$ cat src/dca_pkg.sv
// Constants and types shared by the dual cascaded DMA block
package dca_pkg;
  // Register indices; the byte address is four times the index
  localparam logic [9:0] C1_FIRST = 10'h000;
  localparam logic [9:0] C1_LAST  = 10'h00f;
  localparam logic [9:0] C2_FIRST = 10'h0c0;
  localparam logic [9:0] C2_LAST  = 10'h0de;
  // Register numbers inside one controller
  localparam logic [3:0] R_STATCMD = 4'h8;
  localparam logic [3:0] R_REQ     = 4'h9;
  localparam logic [3:0] R_SMASK   = 4'ha;
  localparam logic [3:0] R_MODE    = 4'hb;
  localparam logic [3:0] R_CLRPTR  = 4'hc;
  localparam logic [3:0] R_MCLR    = 4'hd;
  localparam logic [3:0] R_CLRMASK = 4'he;
  localparam logic [3:0] R_MASKALL = 4'hf;
  // Command write bits and their stored positions
  localparam int CMD_EXTWR = 5;
  localparam int CMD_ROT   = 4;
  localparam int CMD_DIS   = 2;
  localparam int CF_EXTWR  = 2;
  localparam int CF_ROT    = 1;
  localparam int CF_DIS    = 0;
  // Set/clear bit of request and single mask writes
  localparam int SEL_BIT = 2;
  // Mode write keeps bits 7:2; stored field positions
  localparam int MODE_LSB = 2;
  localparam int MD_MODE  = 4;
  localparam int MD_DEC   = 3;
  localparam int MD_AUTO  = 2;
  localparam int MD_TYPE  = 0;
  // Transfer modes and types
  typedef enum logic [1:0] {
    XM_DEMAND  = 2'h0,
    XM_SINGLE  = 2'h1,
    XM_BLOCK   = 2'h2,
    XM_CASCADE = 2'h3
  } dca_xmode_t;
  typedef enum logic [1:0] {
    XT_VERIFY = 2'h0,
    XT_WRITE  = 2'h1,
    XT_READ   = 2'h2
  } dca_xtype_t;
  // Reset values
  localparam logic [7:0] MASK_RST = 8'hff;
  localparam logic [2:0] CMD_RST  = 3'h0;
  localparam logic [5:0] MODE_RST = 6'h00;
  // Timing: bus clock derived from the system clock
  localparam int SYS_CLK_NS  = 10;
  localparam int BUS_CLK_NS  = 125;
  localparam int BUS_DIV     = BUS_CLK_NS / SYS_CLK_NS;
  localparam int READ_TICKS  = 2;
  localparam int WRITE_TICKS = 1;
  // Bus encodings
  localparam logic [2:0] HSIZE_WORD = 3'h2;
  localparam logic       HRESP_OKAY = 1'b0;
endpackage

$ cat src/dca_dual_dma.sv
// Two cascaded four-channel DMA controllers with an AHB-Lite slave
//
// Design decisions made here: the AHB-Lite interface to the registers and the register offsets.
`timescale 1ns/1ns
// Overview of operation
// RQ1: Controller one, indices 000 to 00F, runs the 8-bit channels.
// RQ2: Controller two, indices 0C0 to 0DE, runs the 16-bit channels.
// RQ3: Controller two channel 0 carries controller one's bus ownership.
// RQ4: Mode code: demand 00, single 01, block 10, cascade 11.
// RQ5: Demand mode transfers while request holds, releases and resumes.
// RQ6: Demand and block step address and count like single mode.
// RQ7: Single mode: one transfer per request, count down, address steps.
// RQ8: Terminal count when the count wraps from zero to all ones.
// RQ9: Peripheral holds its request until acknowledge arrives.
// RQ10: A held single request gives one transfer; bus released between.
// RQ11: Block mode runs from one request straight to terminal count.
// RQ12: Software uses block mode sparingly; refresh is locked out.
// RQ13: Cascade grants the bus while requested, ignoring address and count.
// RQ14: A cascaded bus master makes its own read and write strobes.
// RQ15: Address outputs float whenever the master indication is high.
// RQ16: Type code: verify 00, write 01, read 10.
// RQ17: Verify transfers assert no read or write strobe.
// RQ18: Autoinitialize reloads address and count at terminal count.
// RQ19: Fixed or rotating priority; controller two outranks controller one. Code ranks controller one, as channel 4, above channels 5-7 when fixed.
// RQ20: Read strobe two clocks, write one; extended write matches read.
// RQ21: Mask disables; set by terminal count unless auto, reset, clear.
// RQ22: Terminal count flags clear on reset, master clear, status read.
// RQ23: Acknowledge only for the granted channel, dropped when service ends.
// RQ24: Terminal count indication driven during the final transfer.
module dca_dual_dma #(
  parameter int BUS_DIV = dca_pkg::BUS_DIV
) (
  input  logic        sys_clk,
  input  logic        reset,
  input  logic        hsel,
  input  logic [31:0] haddr,
  input  logic [1:0]  htrans,
  input  logic        hwrite,
  input  logic [2:0]  hsize,
  input  logic [31:0] hwdata,
  input  logic        hready,
  output logic [31:0] hrdata,
  output logic        hreadyout,
  output logic        hresp,
  input  logic [3:0]  drqLow,
  input  logic [3:1]  drqHigh,
  input  logic        masterIn,
  output logic [7:0]  dackOut,
  output logic [15:0] busAddr,
  output logic        busAddrOe,
  output logic        ioRead,
  output logic        ioWrite,
  output logic        memRead,
  output logic        memWrite,
  output logic        tcOut,
  output logic        wideXfer
);
  localparam int DW = $clog2(BUS_DIV);

  typedef enum logic [2:0] {
    ST_IDLE,
    ST_SETUP,
    ST_STROBE,
    ST_STEP,
    ST_CASCADE
  } dca_state_t;

  dca_state_t  state_q;
  logic [2:0]  own_q;
  logic [1:0]  phase_q;
  logic [DW-1:0] divCnt_q;
  logic        tick;
  logic [7:0]  pinM_q;
  logic [7:0]  pin2_q;
  logic [7:0]  pin3_q;
  logic [7:0]  pinS_q;
  logic [7:0]  drqAll;
  logic        masterS;
  logic [7:0]  mask_q;
  logic [7:0]  req_q;
  logic [7:0]  tc_q;
  logic [7:0]  holdOff_q;
  logic [2:0]  cmd_q [2];
  logic [5:0]  mode_q [8];
  logic [1:0]  last_q [2];
  logic [3:0]  c1Req;
  logic [3:0]  c2Req;
  logic        c1Any;
  logic [2:0]  p1;
  logic [2:0]  p2;
  logic        grantValid;
  logic [2:0]  grantCh;
  logic [15:0] curAddr [8];
  logic [15:0] curCount [8];
  logic [7:0]  atTerm;
  logic        atTermOwn;
  logic        contRq;
  logic        goOn;
  logic        stepPulse;
  logic        owning;
  logic        inStrobe;
  logic        wrOn;
  logic [1:0]  wrLen;
  dca_pkg::dca_xmode_t ownMode;
  dca_pkg::dca_xmode_t grantMode;
  dca_pkg::dca_xtype_t ownType;
  logic        ownAuto;
  logic        accept;
  logic [9:0]  idx;
  logic [9:0]  off2;
  logic        hiZero;
  logic        hit1;
  logic        hit2;
  logic        aOk;
  logic [3:0]  aReg;
  logic [2:0]  rdCh;
  logic [15:0] rdVal;
  logic [1:0]  rdClr;
  logic        wrPend_q;
  logic        wrCtl_q;
  logic [3:0]  wrReg_q;
  logic [2:0]  wSel;
  logic [2:0]  wBase;
  logic [1:0]  mclr;
  logic [31:0] hrdata_q;
  logic [7:0]  dack_q;
  logic [15:0] busAddr_q;
  logic        busAddrOe_q;
  logic        tcOut_q;
  logic        wideXfer_q;
  logic        ioRead_q;
  logic        ioWrite_q;
  logic        memRead_q;
  logic        memWrite_q;

  // Lowest-offset request wins, starting at channel 0, or after the last served channel when rotating
  function automatic logic [2:0] pick(
    input logic [3:0] r,
    input logic       rot,
    input logic [1:0] last
  );
    logic [1:0] k;
    logic [2:0] res;
    res = 3'h0;
    for (int j = 3; j >= 0; j--)
    begin
      k = (rot ? last + 2'h1 : 2'h0) + 2'(j);
      if (r[k])
        res = {1'b1, k};
    end
    return res;
  endfunction

  // Bus clock enable; all transfer timing counts these ticks
  always_ff @(posedge sys_clk)
  begin
    if (reset || tick)
      divCnt_q <= '0;
    else
      divCnt_q <= divCnt_q + DW'(1);
  end
  assign tick = (divCnt_q == DW'(BUS_DIV - 1));

  // Three-stage pin synchroniser; a change needs stages two and three
  always_ff @(posedge sys_clk)
  begin
    if (reset)
    begin
      pinM_q <= 8'h00;
      pin2_q <= 8'h00;
      pin3_q <= 8'h00;
      pinS_q <= 8'h00;
    end
    else
    begin
      pinM_q <= {masterIn, drqHigh, drqLow};
      pin2_q <= pinM_q;
      pin3_q <= pin2_q;
      pinS_q <= (pin2_q & pin3_q) | (pinS_q & (pin2_q | pin3_q));
    end
  end
  assign masterS = pinS_q[7];

  // Controller one asks for the bus through controller two channel 0
  assign c1Req = {4{~cmd_q[0][dca_pkg::CF_DIS]}}
               & ((pinS_q[3:0] & ~mask_q[3:0] & ~holdOff_q[3:0])
                  | req_q[3:0]);
  assign c1Any = |c1Req; // RQ3
  assign drqAll = {pinS_q[6:4], c1Any, pinS_q[3:0]};
  assign c2Req = {4{~cmd_q[1][dca_pkg::CF_DIS]}}
               & ((drqAll[7:4] & ~mask_q[7:4] & ~holdOff_q[7:4])
                  | {req_q[7:5], 1'b0});

  // Controller two first; its channel 0 hands over to controller one
  assign p1 = pick(c1Req, cmd_q[0][dca_pkg::CF_ROT], last_q[0]); // RQ19
  assign p2 = pick(c2Req, cmd_q[1][dca_pkg::CF_ROT], last_q[1]); // RQ19
  assign grantValid = p2[2]; // RQ19
  assign grantCh = (p2[1:0] == 2'h0) ? {1'b0, p1[1:0]}
                                     : {1'b1, p2[1:0]}; // RQ3

  // Owner's mode fields
  assign ownMode = dca_pkg::dca_xmode_t'(mode_q[own_q][dca_pkg::MD_MODE+:2]);
  assign ownType = dca_pkg::dca_xtype_t'(mode_q[own_q][dca_pkg::MD_TYPE+:2]);
  assign ownAuto = mode_q[own_q][dca_pkg::MD_AUTO];
  assign grantMode =
    dca_pkg::dca_xmode_t'(mode_q[grantCh][dca_pkg::MD_MODE+:2]);
  assign atTermOwn = atTerm[own_q];
  assign contRq = drqAll[own_q] | req_q[own_q];
  assign stepPulse = (state_q == ST_STEP);
  assign owning = (state_q == ST_SETUP) || (state_q == ST_STROBE)
               || stepPulse;

  // Block runs to the end; demand runs while requested
  assign goOn = !atTermOwn
             && ((ownMode == dca_pkg::XM_BLOCK) // RQ11
                 || ((ownMode == dca_pkg::XM_DEMAND) && contRq)); // RQ5

  // Transfer sequencer, paced by bus clock ticks
  always_ff @(posedge sys_clk)
  begin
    if (reset)
    begin
      state_q <= ST_IDLE;
      own_q   <= 3'h0;
      phase_q <= 2'h0;
    end
    else
      case (state_q)
        ST_IDLE:
          if (tick && grantValid)
          begin
            own_q <= grantCh;
            if (grantMode == dca_pkg::XM_CASCADE)
              state_q <= ST_CASCADE; // RQ13
            else
              state_q <= ST_SETUP; // RQ4
          end
        ST_SETUP:
          if (tick)
          begin
            state_q <= ST_STROBE;
            phase_q <= 2'h0;
          end
        ST_STROBE:
          if (tick)
          begin
            if (phase_q == 2'(dca_pkg::READ_TICKS - 1))
              state_q <= ST_STEP;
            else
              phase_q <= phase_q + 2'h1;
          end
        ST_STEP:
          // Single mode always falls back to idle, freeing the bus
          state_q <= goOn ? ST_SETUP : ST_IDLE; // RQ10
        ST_CASCADE:
          if (tick && !contRq)
            state_q <= ST_IDLE; // RQ13
        default:
          state_q <= ST_IDLE;
      endcase
  end

  // Rotating priority remembers the last served channel
  always_ff @(posedge sys_clk)
  begin
    if (reset)
    begin
      last_q[0] <= 2'h3;
      last_q[1] <= 2'h3;
    end
    else if (state_q == ST_IDLE && tick && grantValid)
    begin
      last_q[grantCh[2]] <= grantCh[1:0]; // RQ19
      if (!grantCh[2])
        last_q[1] <= 2'h0; // RQ19
    end
  end

  // Eight channels of counters
  for (genvar i = 0; i < 8; i++)
  begin : g_ch
    dca_channel u_ch (
      .sys_clk    (sys_clk),
      .reset      (reset),
      .ldAddr     (wrPend_q && !wrReg_q[3] && !wrReg_q[0]
                   && ({wrCtl_q, wrReg_q[2:1]} == 3'(i))),
      .ldCount    (wrPend_q && !wrReg_q[3] && wrReg_q[0]
                   && ({wrCtl_q, wrReg_q[2:1]} == 3'(i))),
      .wdata      (hwdata[15:0]),
      .step       (stepPulse && (own_q == 3'(i))), // RQ6
      .decrement  (mode_q[i][dca_pkg::MD_DEC]),
      .autoInit   (mode_q[i][dca_pkg::MD_AUTO]),
      .curAddr    (curAddr[i]),
      .curCount   (curCount[i]),
      .atTerminal (atTerm[i])
    );
  end

  // Strobe timing: write strobe covers the tail of the read strobe
  assign wrLen = cmd_q[own_q[2]][dca_pkg::CF_EXTWR]
               ? 2'(dca_pkg::READ_TICKS) : 2'(dca_pkg::WRITE_TICKS); // RQ20
  assign inStrobe = (state_q == ST_STROBE);
  assign wrOn = inStrobe
             && (phase_q >= 2'(dca_pkg::READ_TICKS) - wrLen); // RQ20

  // Strobes by type; verify and illegal codes drive none
  always_ff @(posedge sys_clk)
  begin
    if (reset)
    begin
      ioRead_q   <= 1'b0;
      ioWrite_q  <= 1'b0;
      memRead_q  <= 1'b0;
      memWrite_q <= 1'b0;
    end
    else
    begin
      ioRead_q   <= inStrobe && (ownType == dca_pkg::XT_WRITE); // RQ16
      memWrite_q <= wrOn && (ownType == dca_pkg::XT_WRITE); // RQ16
      memRead_q  <= inStrobe && (ownType == dca_pkg::XT_READ); // RQ17
      ioWrite_q  <= wrOn && (ownType == dca_pkg::XT_READ); // RQ17
    end
  end

  // Acknowledge, address and terminal count toward the bus
  always_ff @(posedge sys_clk)
  begin
    if (reset)
    begin
      dack_q      <= 8'h00;
      busAddr_q   <= 16'h0000;
      busAddrOe_q <= 1'b0;
      tcOut_q     <= 1'b0;
      wideXfer_q  <= 1'b0;
    end
    else
    begin
      if (state_q == ST_IDLE)
        dack_q <= 8'h00; // RQ23
      else
        dack_q <= (8'h01 << own_q) | {3'h0, !own_q[2], 4'h0}; // RQ23
      // Cascade leaves the address lines to the bus master
      busAddrOe_q <= owning && !masterS; // RQ15
      if (owning)
        busAddr_q <= curAddr[own_q];
      tcOut_q    <= owning && atTermOwn; // RQ24
      wideXfer_q <= own_q[2] && (state_q != ST_IDLE);
    end
  end

  // Address phase decode; unmapped or non-word accesses do nothing
  assign accept = hsel && hready && htrans[1];
  assign idx    = haddr[11:2];
  assign hiZero = (haddr[31:12] == 20'h00000);
  assign off2   = idx - dca_pkg::C2_FIRST;
  assign hit1   = hiZero && (idx <= dca_pkg::C1_LAST); // RQ1
  assign hit2   = hiZero && (idx >= dca_pkg::C2_FIRST)
               && (idx <= dca_pkg::C2_LAST) && !idx[0]; // RQ2
  assign aReg   = hit2 ? off2[4:1] : idx[3:0];
  assign aOk    = (hit1 || hit2) && (hsize == dca_pkg::HSIZE_WORD);
  assign rdCh   = {hit2, aReg[2:1]};

  // Read value: current counters or status
  always_comb
  begin
    rdVal = 16'h0000;
    if (!aReg[3])
      rdVal = aReg[0] ? curCount[rdCh] : curAddr[rdCh];
    else if (aReg == dca_pkg::R_STATCMD)
      rdVal = {8'h00, drqAll[{hit2, 2'h0}+:4], tc_q[{hit2, 2'h0}+:4]};
  end
  assign rdClr = {2{accept && !hwrite && aOk
                    && (aReg == dca_pkg::R_STATCMD)}}
               & {hit2, !hit2}; // RQ22

  // Read data registered at the address phase; writes wait for data
  always_ff @(posedge sys_clk)
  begin
    if (reset)
    begin
      hrdata_q <= 32'h0;
      wrPend_q <= 1'b0;
      wrCtl_q  <= 1'b0;
      wrReg_q  <= 4'h0;
    end
    else if (accept)
    begin
      hrdata_q <= (!hwrite && aOk) ? {16'h0000, rdVal} : 32'h0;
      wrPend_q <= hwrite && aOk;
      wrCtl_q  <= hit2;
      wrReg_q  <= aReg;
    end
    else
      wrPend_q <= 1'b0;
  end

  assign wSel  = {wrCtl_q, hwdata[1:0]};
  assign wBase = {wrCtl_q, 2'h0};
  assign mclr  = {2{wrPend_q && (wrReg_q == dca_pkg::R_MCLR)}}
               & {wrCtl_q, !wrCtl_q};

  // Command and mode registers; clear pointer has no byte toggle
  always_ff @(posedge sys_clk)
  begin
    if (reset)
    begin
      cmd_q[0] <= dca_pkg::CMD_RST;
      cmd_q[1] <= dca_pkg::CMD_RST;
      for (int i = 0; i < 8; i++)
        mode_q[i] <= dca_pkg::MODE_RST;
    end
    else
    begin
      if (mclr[0])
        cmd_q[0] <= dca_pkg::CMD_RST;
      if (mclr[1])
        cmd_q[1] <= dca_pkg::CMD_RST;
      if (wrPend_q && wrReg_q == dca_pkg::R_STATCMD)
        cmd_q[wrCtl_q] <= {hwdata[dca_pkg::CMD_EXTWR],
                           hwdata[dca_pkg::CMD_ROT],
                           hwdata[dca_pkg::CMD_DIS]};
      if (wrPend_q && wrReg_q == dca_pkg::R_MODE)
        mode_q[wSel] <= hwdata[dca_pkg::MODE_LSB+:6]; // RQ4
    end
  end

  // Mask bits; terminal count set is applied last so it wins
  always_ff @(posedge sys_clk)
  begin
    if (reset)
      mask_q <= dca_pkg::MASK_RST; // RQ21
    else
    begin
      for (int c = 0; c < 2; c++)
        if (mclr[c])
          mask_q[c*4+:4] <= 4'hf; // RQ21
      if (wrPend_q && wrReg_q == dca_pkg::R_SMASK)
        mask_q[wSel] <= hwdata[dca_pkg::SEL_BIT];
      if (wrPend_q && wrReg_q == dca_pkg::R_CLRMASK)
        mask_q[wBase+:4] <= 4'h0;
      if (wrPend_q && wrReg_q == dca_pkg::R_MASKALL)
        mask_q[wBase+:4] <= hwdata[3:0];
      if (stepPulse && atTermOwn && !ownAuto)
        mask_q[own_q] <= 1'b1; // RQ21
    end
  end

  // Terminal count flags; a new count beats a same-cycle clear
  always_ff @(posedge sys_clk)
  begin
    if (reset)
      tc_q <= 8'h00; // RQ22
    else
    begin
      for (int c = 0; c < 2; c++)
        if (mclr[c] || rdClr[c])
          tc_q[c*4+:4] <= 4'h0; // RQ22
      if (stepPulse && atTermOwn)
        tc_q[own_q] <= 1'b1; // RQ8
    end
  end

  // Software requests ignore the mask and end at terminal count
  always_ff @(posedge sys_clk)
  begin
    if (reset)
      req_q <= 8'h00;
    else
    begin
      for (int c = 0; c < 2; c++)
        if (mclr[c])
          req_q[c*4+:4] <= 4'h0;
      if (wrPend_q && wrReg_q == dca_pkg::R_REQ)
        req_q[wSel] <= hwdata[dca_pkg::SEL_BIT];
      if (stepPulse && atTermOwn)
        req_q[own_q] <= 1'b0;
    end
  end

  // A held single-mode request must drop before it counts again
  always_ff @(posedge sys_clk)
  begin
    if (reset)
      holdOff_q <= 8'h00;
    else
    begin
      holdOff_q <= holdOff_q & drqAll;
      if (stepPulse && ownMode == dca_pkg::XM_SINGLE)
        holdOff_q[own_q] <= 1'b1; // RQ10
    end
  end

  assign hrdata    = hrdata_q;
  assign hreadyout = 1'b1;
  assign hresp     = dca_pkg::HRESP_OKAY;
  assign dackOut   = dack_q;
  assign busAddr   = busAddr_q;
  assign busAddrOe = busAddrOe_q;
  assign ioRead    = ioRead_q;
  assign ioWrite   = ioWrite_q;
  assign memRead   = memRead_q;
  assign memWrite  = memWrite_q;
  assign tcOut     = tcOut_q;
  assign wideXfer  = wideXfer_q;
endmodule

$ cat src/dca_channel.sv
// One DMA channel: base and current address and word count
`timescale 1ns/1ns
module dca_channel (
  input  logic        sys_clk,
  input  logic        reset,
  input  logic        ldAddr,
  input  logic        ldCount,
  input  logic [15:0] wdata,
  input  logic        step,
  input  logic        decrement,
  input  logic        autoInit,
  output logic [15:0] curAddr,
  output logic [15:0] curCount,
  output logic        atTerminal
);
  logic [15:0] baseAddr_q;
  logic [15:0] baseCount_q;
  logic [15:0] curAddr_q;
  logic [15:0] curCount_q;

  // Base values kept for autoinitialize reload
  always_ff @(posedge sys_clk)
  begin
    if (reset)
    begin
      baseAddr_q  <= 16'h0000;
      baseCount_q <= 16'h0000;
    end
    else
    begin
      if (ldAddr)
        baseAddr_q <= wdata;
      if (ldCount)
        baseCount_q <= wdata;
    end
  end

  // Current address follows base load, then steps per transfer
  always_ff @(posedge sys_clk)
  begin
    if (reset)
      curAddr_q <= 16'h0000;
    else if (ldAddr)
      curAddr_q <= wdata;
    else if (step)
    begin
      if (atTerminal && autoInit)
        curAddr_q <= baseAddr_q; // RQ18
      else if (decrement)
        curAddr_q <= curAddr_q - 16'h0001; // RQ7
      else
        curAddr_q <= curAddr_q + 16'h0001; // RQ7
    end
  end

  // Count wraps from zero to all ones on the final transfer, unless autoinitialize reloads it
  always_ff @(posedge sys_clk)
  begin
    if (reset)
      curCount_q <= 16'h0000;
    else if (ldCount)
      curCount_q <= wdata;
    else if (step)
    begin
      if (atTerminal && autoInit)
        curCount_q <= baseCount_q; // RQ18
      else
        curCount_q <= curCount_q - 16'h0001; // RQ7
    end
  end

  assign curAddr    = curAddr_q;
  assign curCount   = curCount_q;
  assign atTerminal = (curCount_q == 16'h0000); // RQ8
endmodule

$ cat config.mk
export PLATFORM = sky130hd
export DESIGN_NAME = dca_dual_dma
export DESIGN_NICKNAME = d
export VERILOG_FILES = /design/src/dca_pkg.sv /design/src/dca_dual_dma.sv /design/src/dca_channel.sv
export SDC_FILE = /design/constraint.sdc
export NUM_CORES = 2
export LEC_CHECK = 0
export ABC_AREA = 1
export BUFFER_PORTS_ARGS = -buffer_cell sky130_fd_sc_hd__clkbuf_2
export CORE_UTILIZATION = 57
export CTS_BUF_LIST = sky130_fd_sc_hd__clkbuf_16
export CTS_CLUSTER_SIZE = 14
export DETAILED_ROUTE_END_ITERATION = 16
export GPL_TIMING_DRIVEN = 0
export PLACE_DENSITY = 0.85
export SYNTH_ARGS = -nofsm -noshare
export SYNTH_HDL_FRONTEND = slang
export SYNTH_SLANG_ARGS = --single-unit
$ cat constraint.sdc
create_clock -name sys_clk -period 3.7 [get_ports sys_clk]
set_clock_uncertainty 0.15 [all_clocks]
set_input_delay 0.185 -clock sys_clk [delete_from_list [all_inputs] [get_ports sys_clk]]
set_output_delay 0.185 -clock sys_clk [all_outputs]
set_load 0.005 [all_outputs]
==> run metrics <==
P per Cell Area=388.2 nW/µm²; synth cell count leaders=nand2_1 (1378), dfxtp_1 (646), inv_1 (545), a21oi_1 (494), nor2_1 (449); Hold Crit Class=input pin to flip-flop; internal power=12.26 mW; Layout area overhead=11.93%; post-synthesis adder-cell area fraction=4.313%; r2r worst-path depth=11; Cell Chain, Critical Path=inv_1 > nor2_4 > inv_1 > nor2_1 > inv_1 > nor2_2 > inv_1 > nor2_1 > buf_2 > o221ai_1 > a31oi_1; num rows=96; remaining antenna violation count after routing=0; asr flop ratio synth=0%; Vias/cell=6.532; post-synthesis xor/xnor area fraction=3.402%; CTS tree=done; fillcell total=6044; Max Slew Vio Count=86; outcome=complete, but fails checks; Clock power frac=44.5%; peak supply drop=0.4700 mV; Remaining DRCs=0; Tmin final=3825 ps; Finished Core Util=64.40%; largest cells by area after synthesis=dfxtp_1 (33%), nand2_1 (13%), a21oi_1 (6.3%), inv_1 (5.2%), o211ai_1 (4.4%); Max Freq=261.4 MHz; #FFs+latches synth=702; maximum fanout along the worst path=10; total gr overflow=0; ys flop type=dfxtp_1; port bufs=95; Clk Latency, worst-skew pair=670 ps; worst relative slew slack=-20.28%; most numerous cell in the Yosys netlist=nand2_1; Routed WL per cell=27.71 µm; crit share post-route=103.4%; final worst-path setup slack=-125.5 ps; failing checks=max-capacitance violations, max-slew violations, negative setup slack; die height=264.9 µm; synth warn=0; largest family of logic cells by synthesized area=compound AO/OA/AOI/OAI gates; leakage power=17.29 nW; Mapped Cells=5599; CTS buffer count=77; vias in the first global route=39630; routed wire length=188.1 mm; Layout Cells excl Fill=6789; final hold violations=0; post-synthesis sequential area ratio=37.10%; Most common cell on crit path=inv_1; Yosys cell types=62; Arr. time, crit path=4240 ps; Hold Slack=55.42 ps; post-synthesis mux area share=0.02541%; setup_tns=-1429 ps; Yosys top cell by area=dfxtp_1; first-pass GRT wire length=264.4 mm; Gate power share=9.4%; number of enable flip-flop cells after synthesis=56; Net Sw Frac=28.36%; share of power burned in registers=46.0%; Synth Area in Compound Gates=23.75%; io pins=147; ratio of cells with drive above 1 in the final layout=6.781%; nature of the critical path startpoint=flip-flop; Worst-Margin Slew=1804 ps; WHS Path Cells=4; netlist area before placement=39400 µm²; placed cells=6594; hpwl dp=138.0 mm; first-pass detailed-route iteration total=9; share of the synthesized area in the top cell type=32.83%; CTS root buffer=clkbuf_16; routed via count=44350; Die ar.=70170 µm²; Critical-path top delay cell=nor2_1; Crit Path Class=flip-flop to flip-flop; routability cong.=1.140; largest net degree at the start of global routing=17; DR iter-0 viols=7501; H-tree depth=3; Simple-Gate Fraction of Synth Area=22.51%; syn_area_per_cell=7.036 µm²; clk buf depth=3; Core Footprint=68470 µm²; Psw=4.855 mW; CTS clk-pin slew, worst paths=60 ps; CP required=4120 ps; Die X=264.9 µm; Initial Utilization=57.54%; All-Layer GR Usage=51.85%; endpoints failing setup=23; max cap viols=8; clock tree sinks=702; max incr delay on CP=510 ps; Layout Nets=6051; dpl ws=-890.1 ps; initial antenna violation count=11; endpoint kind of the worst setup timing path=flip-flop
-- layer usage --
metal / part of all wire (%) / GRT usage [%] / up-vias / wire (µm)
met4: 9.8 / 42.10 / 8 / 18480
met1: 36 / 64.94 / 20460 / 67740
met3: 15 / 17.08 / 842 / 27940
li1: - / - / 19580 / -
met2: 39 / 72.37 / 3460 / 73940
met5: 0.029 / 0 / - / 55
-- cell type report --
cell class	count	area, µm²	share of cell area (%)
clock inverter	62	496.7	1.127
antenna	8	20.02	0.04540
timing repair buffer	144	963.4	2.185
sequential	702	14610	33.14
inverter	575	2163	4.906
clock buffer	78	1952	4.427
multi-input combinational	4023	21410	48.55
buffer	315	1373	3.113
tap	882	1104	2.503
-- state kept, by name (all words and copies together) (netlist names), 3 cells and up, named ones only --
name,cells
wrReg_q,4
pinS_q,8
g_ch.u_ch.curAddr,128
pinM_q,8
own_q,3
tc_q,8
busAddr,16
mask_q,8
divCnt_q,4
g_ch.u_ch.baseAddr_q,128
hrdata,16
last_q,4
g_ch.u_ch.curCount,128
dackOut,8
cmd_q,6
holdOff_q,8
req_q,8
pin2_q,8
g_ch.u_ch.baseCount_q,128
mode_q,48
pin3_q,8
state_q,3
-- layout by cell type (no fill, tap or decap), drive strengths merged, types with 56 or more instances in the layout --
master	synthesis	routed
a21oi	494	494
a31oi	226	226
buf	72	102
clkbuf	243	415
dfxtp	646	646
edfxtp	56	56
ha	123	123
inv	558	581
nand2	1382	1382
nand3	208	208
nor2	460	460
nor3	69	69
o211ai	232	232
o21ai	300	300
o221ai	72	72
xor2	103	103
-- worst paths after layout --
| kind | to | slack (ps) | startpoint |
|---|---|---|---|
| setup reg to reg | g_ch[1].u_ch.curCount[10]$_SDFFE_PP0P_ | -130 | own_q[0]$_SDFFE_PP0P_ |
| hold / removal | wrCtl_q$_SDFFE_PP0P_ | 60 | htrans[1] |
| setup / recovery | g_ch[1].u_ch.curCount[10]$_SDFFE_PP0P_ | -130 | own_q[0]$_SDFFE_PP0P_ |
| hold reg to reg | pin2_q[6]$_SDFF_PP0_ | 250 | pinM_q[6]$_SDFF_PP0_ |
-- power by group through the flow --
| stage | clock (mW) | combinational (mW) | sequential, mW |
|---|---|---|---|
| 2_1_floorplan | 0 | 0.702 | 8.01 |
| 3_3_place_gp | 0 | 1.41 | 8.06 |
| 3_5_place_dp | 0 | 1.42 | 8.06 |
| 4_1_cts | 7.55 | 1.47 | 7.89 |
| 5_1_grt | 7.85 | 1.63 | 7.88 |
| 6_report | 7.63 | 1.61 | 7.88 |
-- cell families after synthesis --
group,count (synthesis)
flops,702
compound gates,1535
fa+ha+maj,131
xor+xnor,153
buf+inv,890
mux,1
other cells,2
simple gates,2185
-- repair_timing --
action / in CTS / in global routing
endpoints found under the setup margin: 133 / 115
buffers inserted: 9 / 18
hold buffers: 19 / 0
pin swaps: 0 / 0
hold endpoints to repair: 29 / 0
gates cloned: 0 / 0
resized for setup: 9 / 28
-- worst max-delay path: cells and delay by family (launching register included) --
| family | cells | cell delay (ps) |
|---|---|---|
| AO/OA/AOI/OAI | 2 | 330 |
| buffers and inverters | 5 | 1290 |
| flip-flops | 1 | 400 |
| AND/OR/NAND/NOR | 4 | 1540 |
-- stage by stage --
step | power [mW] | area [µm²]
4_1_cts | 16.90 | 43840
2_1_floorplan | 8.714 | 39460
6_report | 17.12 | 44090
3_5_place_dp | 9.487 | 41080
3_3_place_gp | 9.467 | 41030
5_1_grt | 17.36 | 44070
Note: power is estimated with default switching activity, not from simulation.
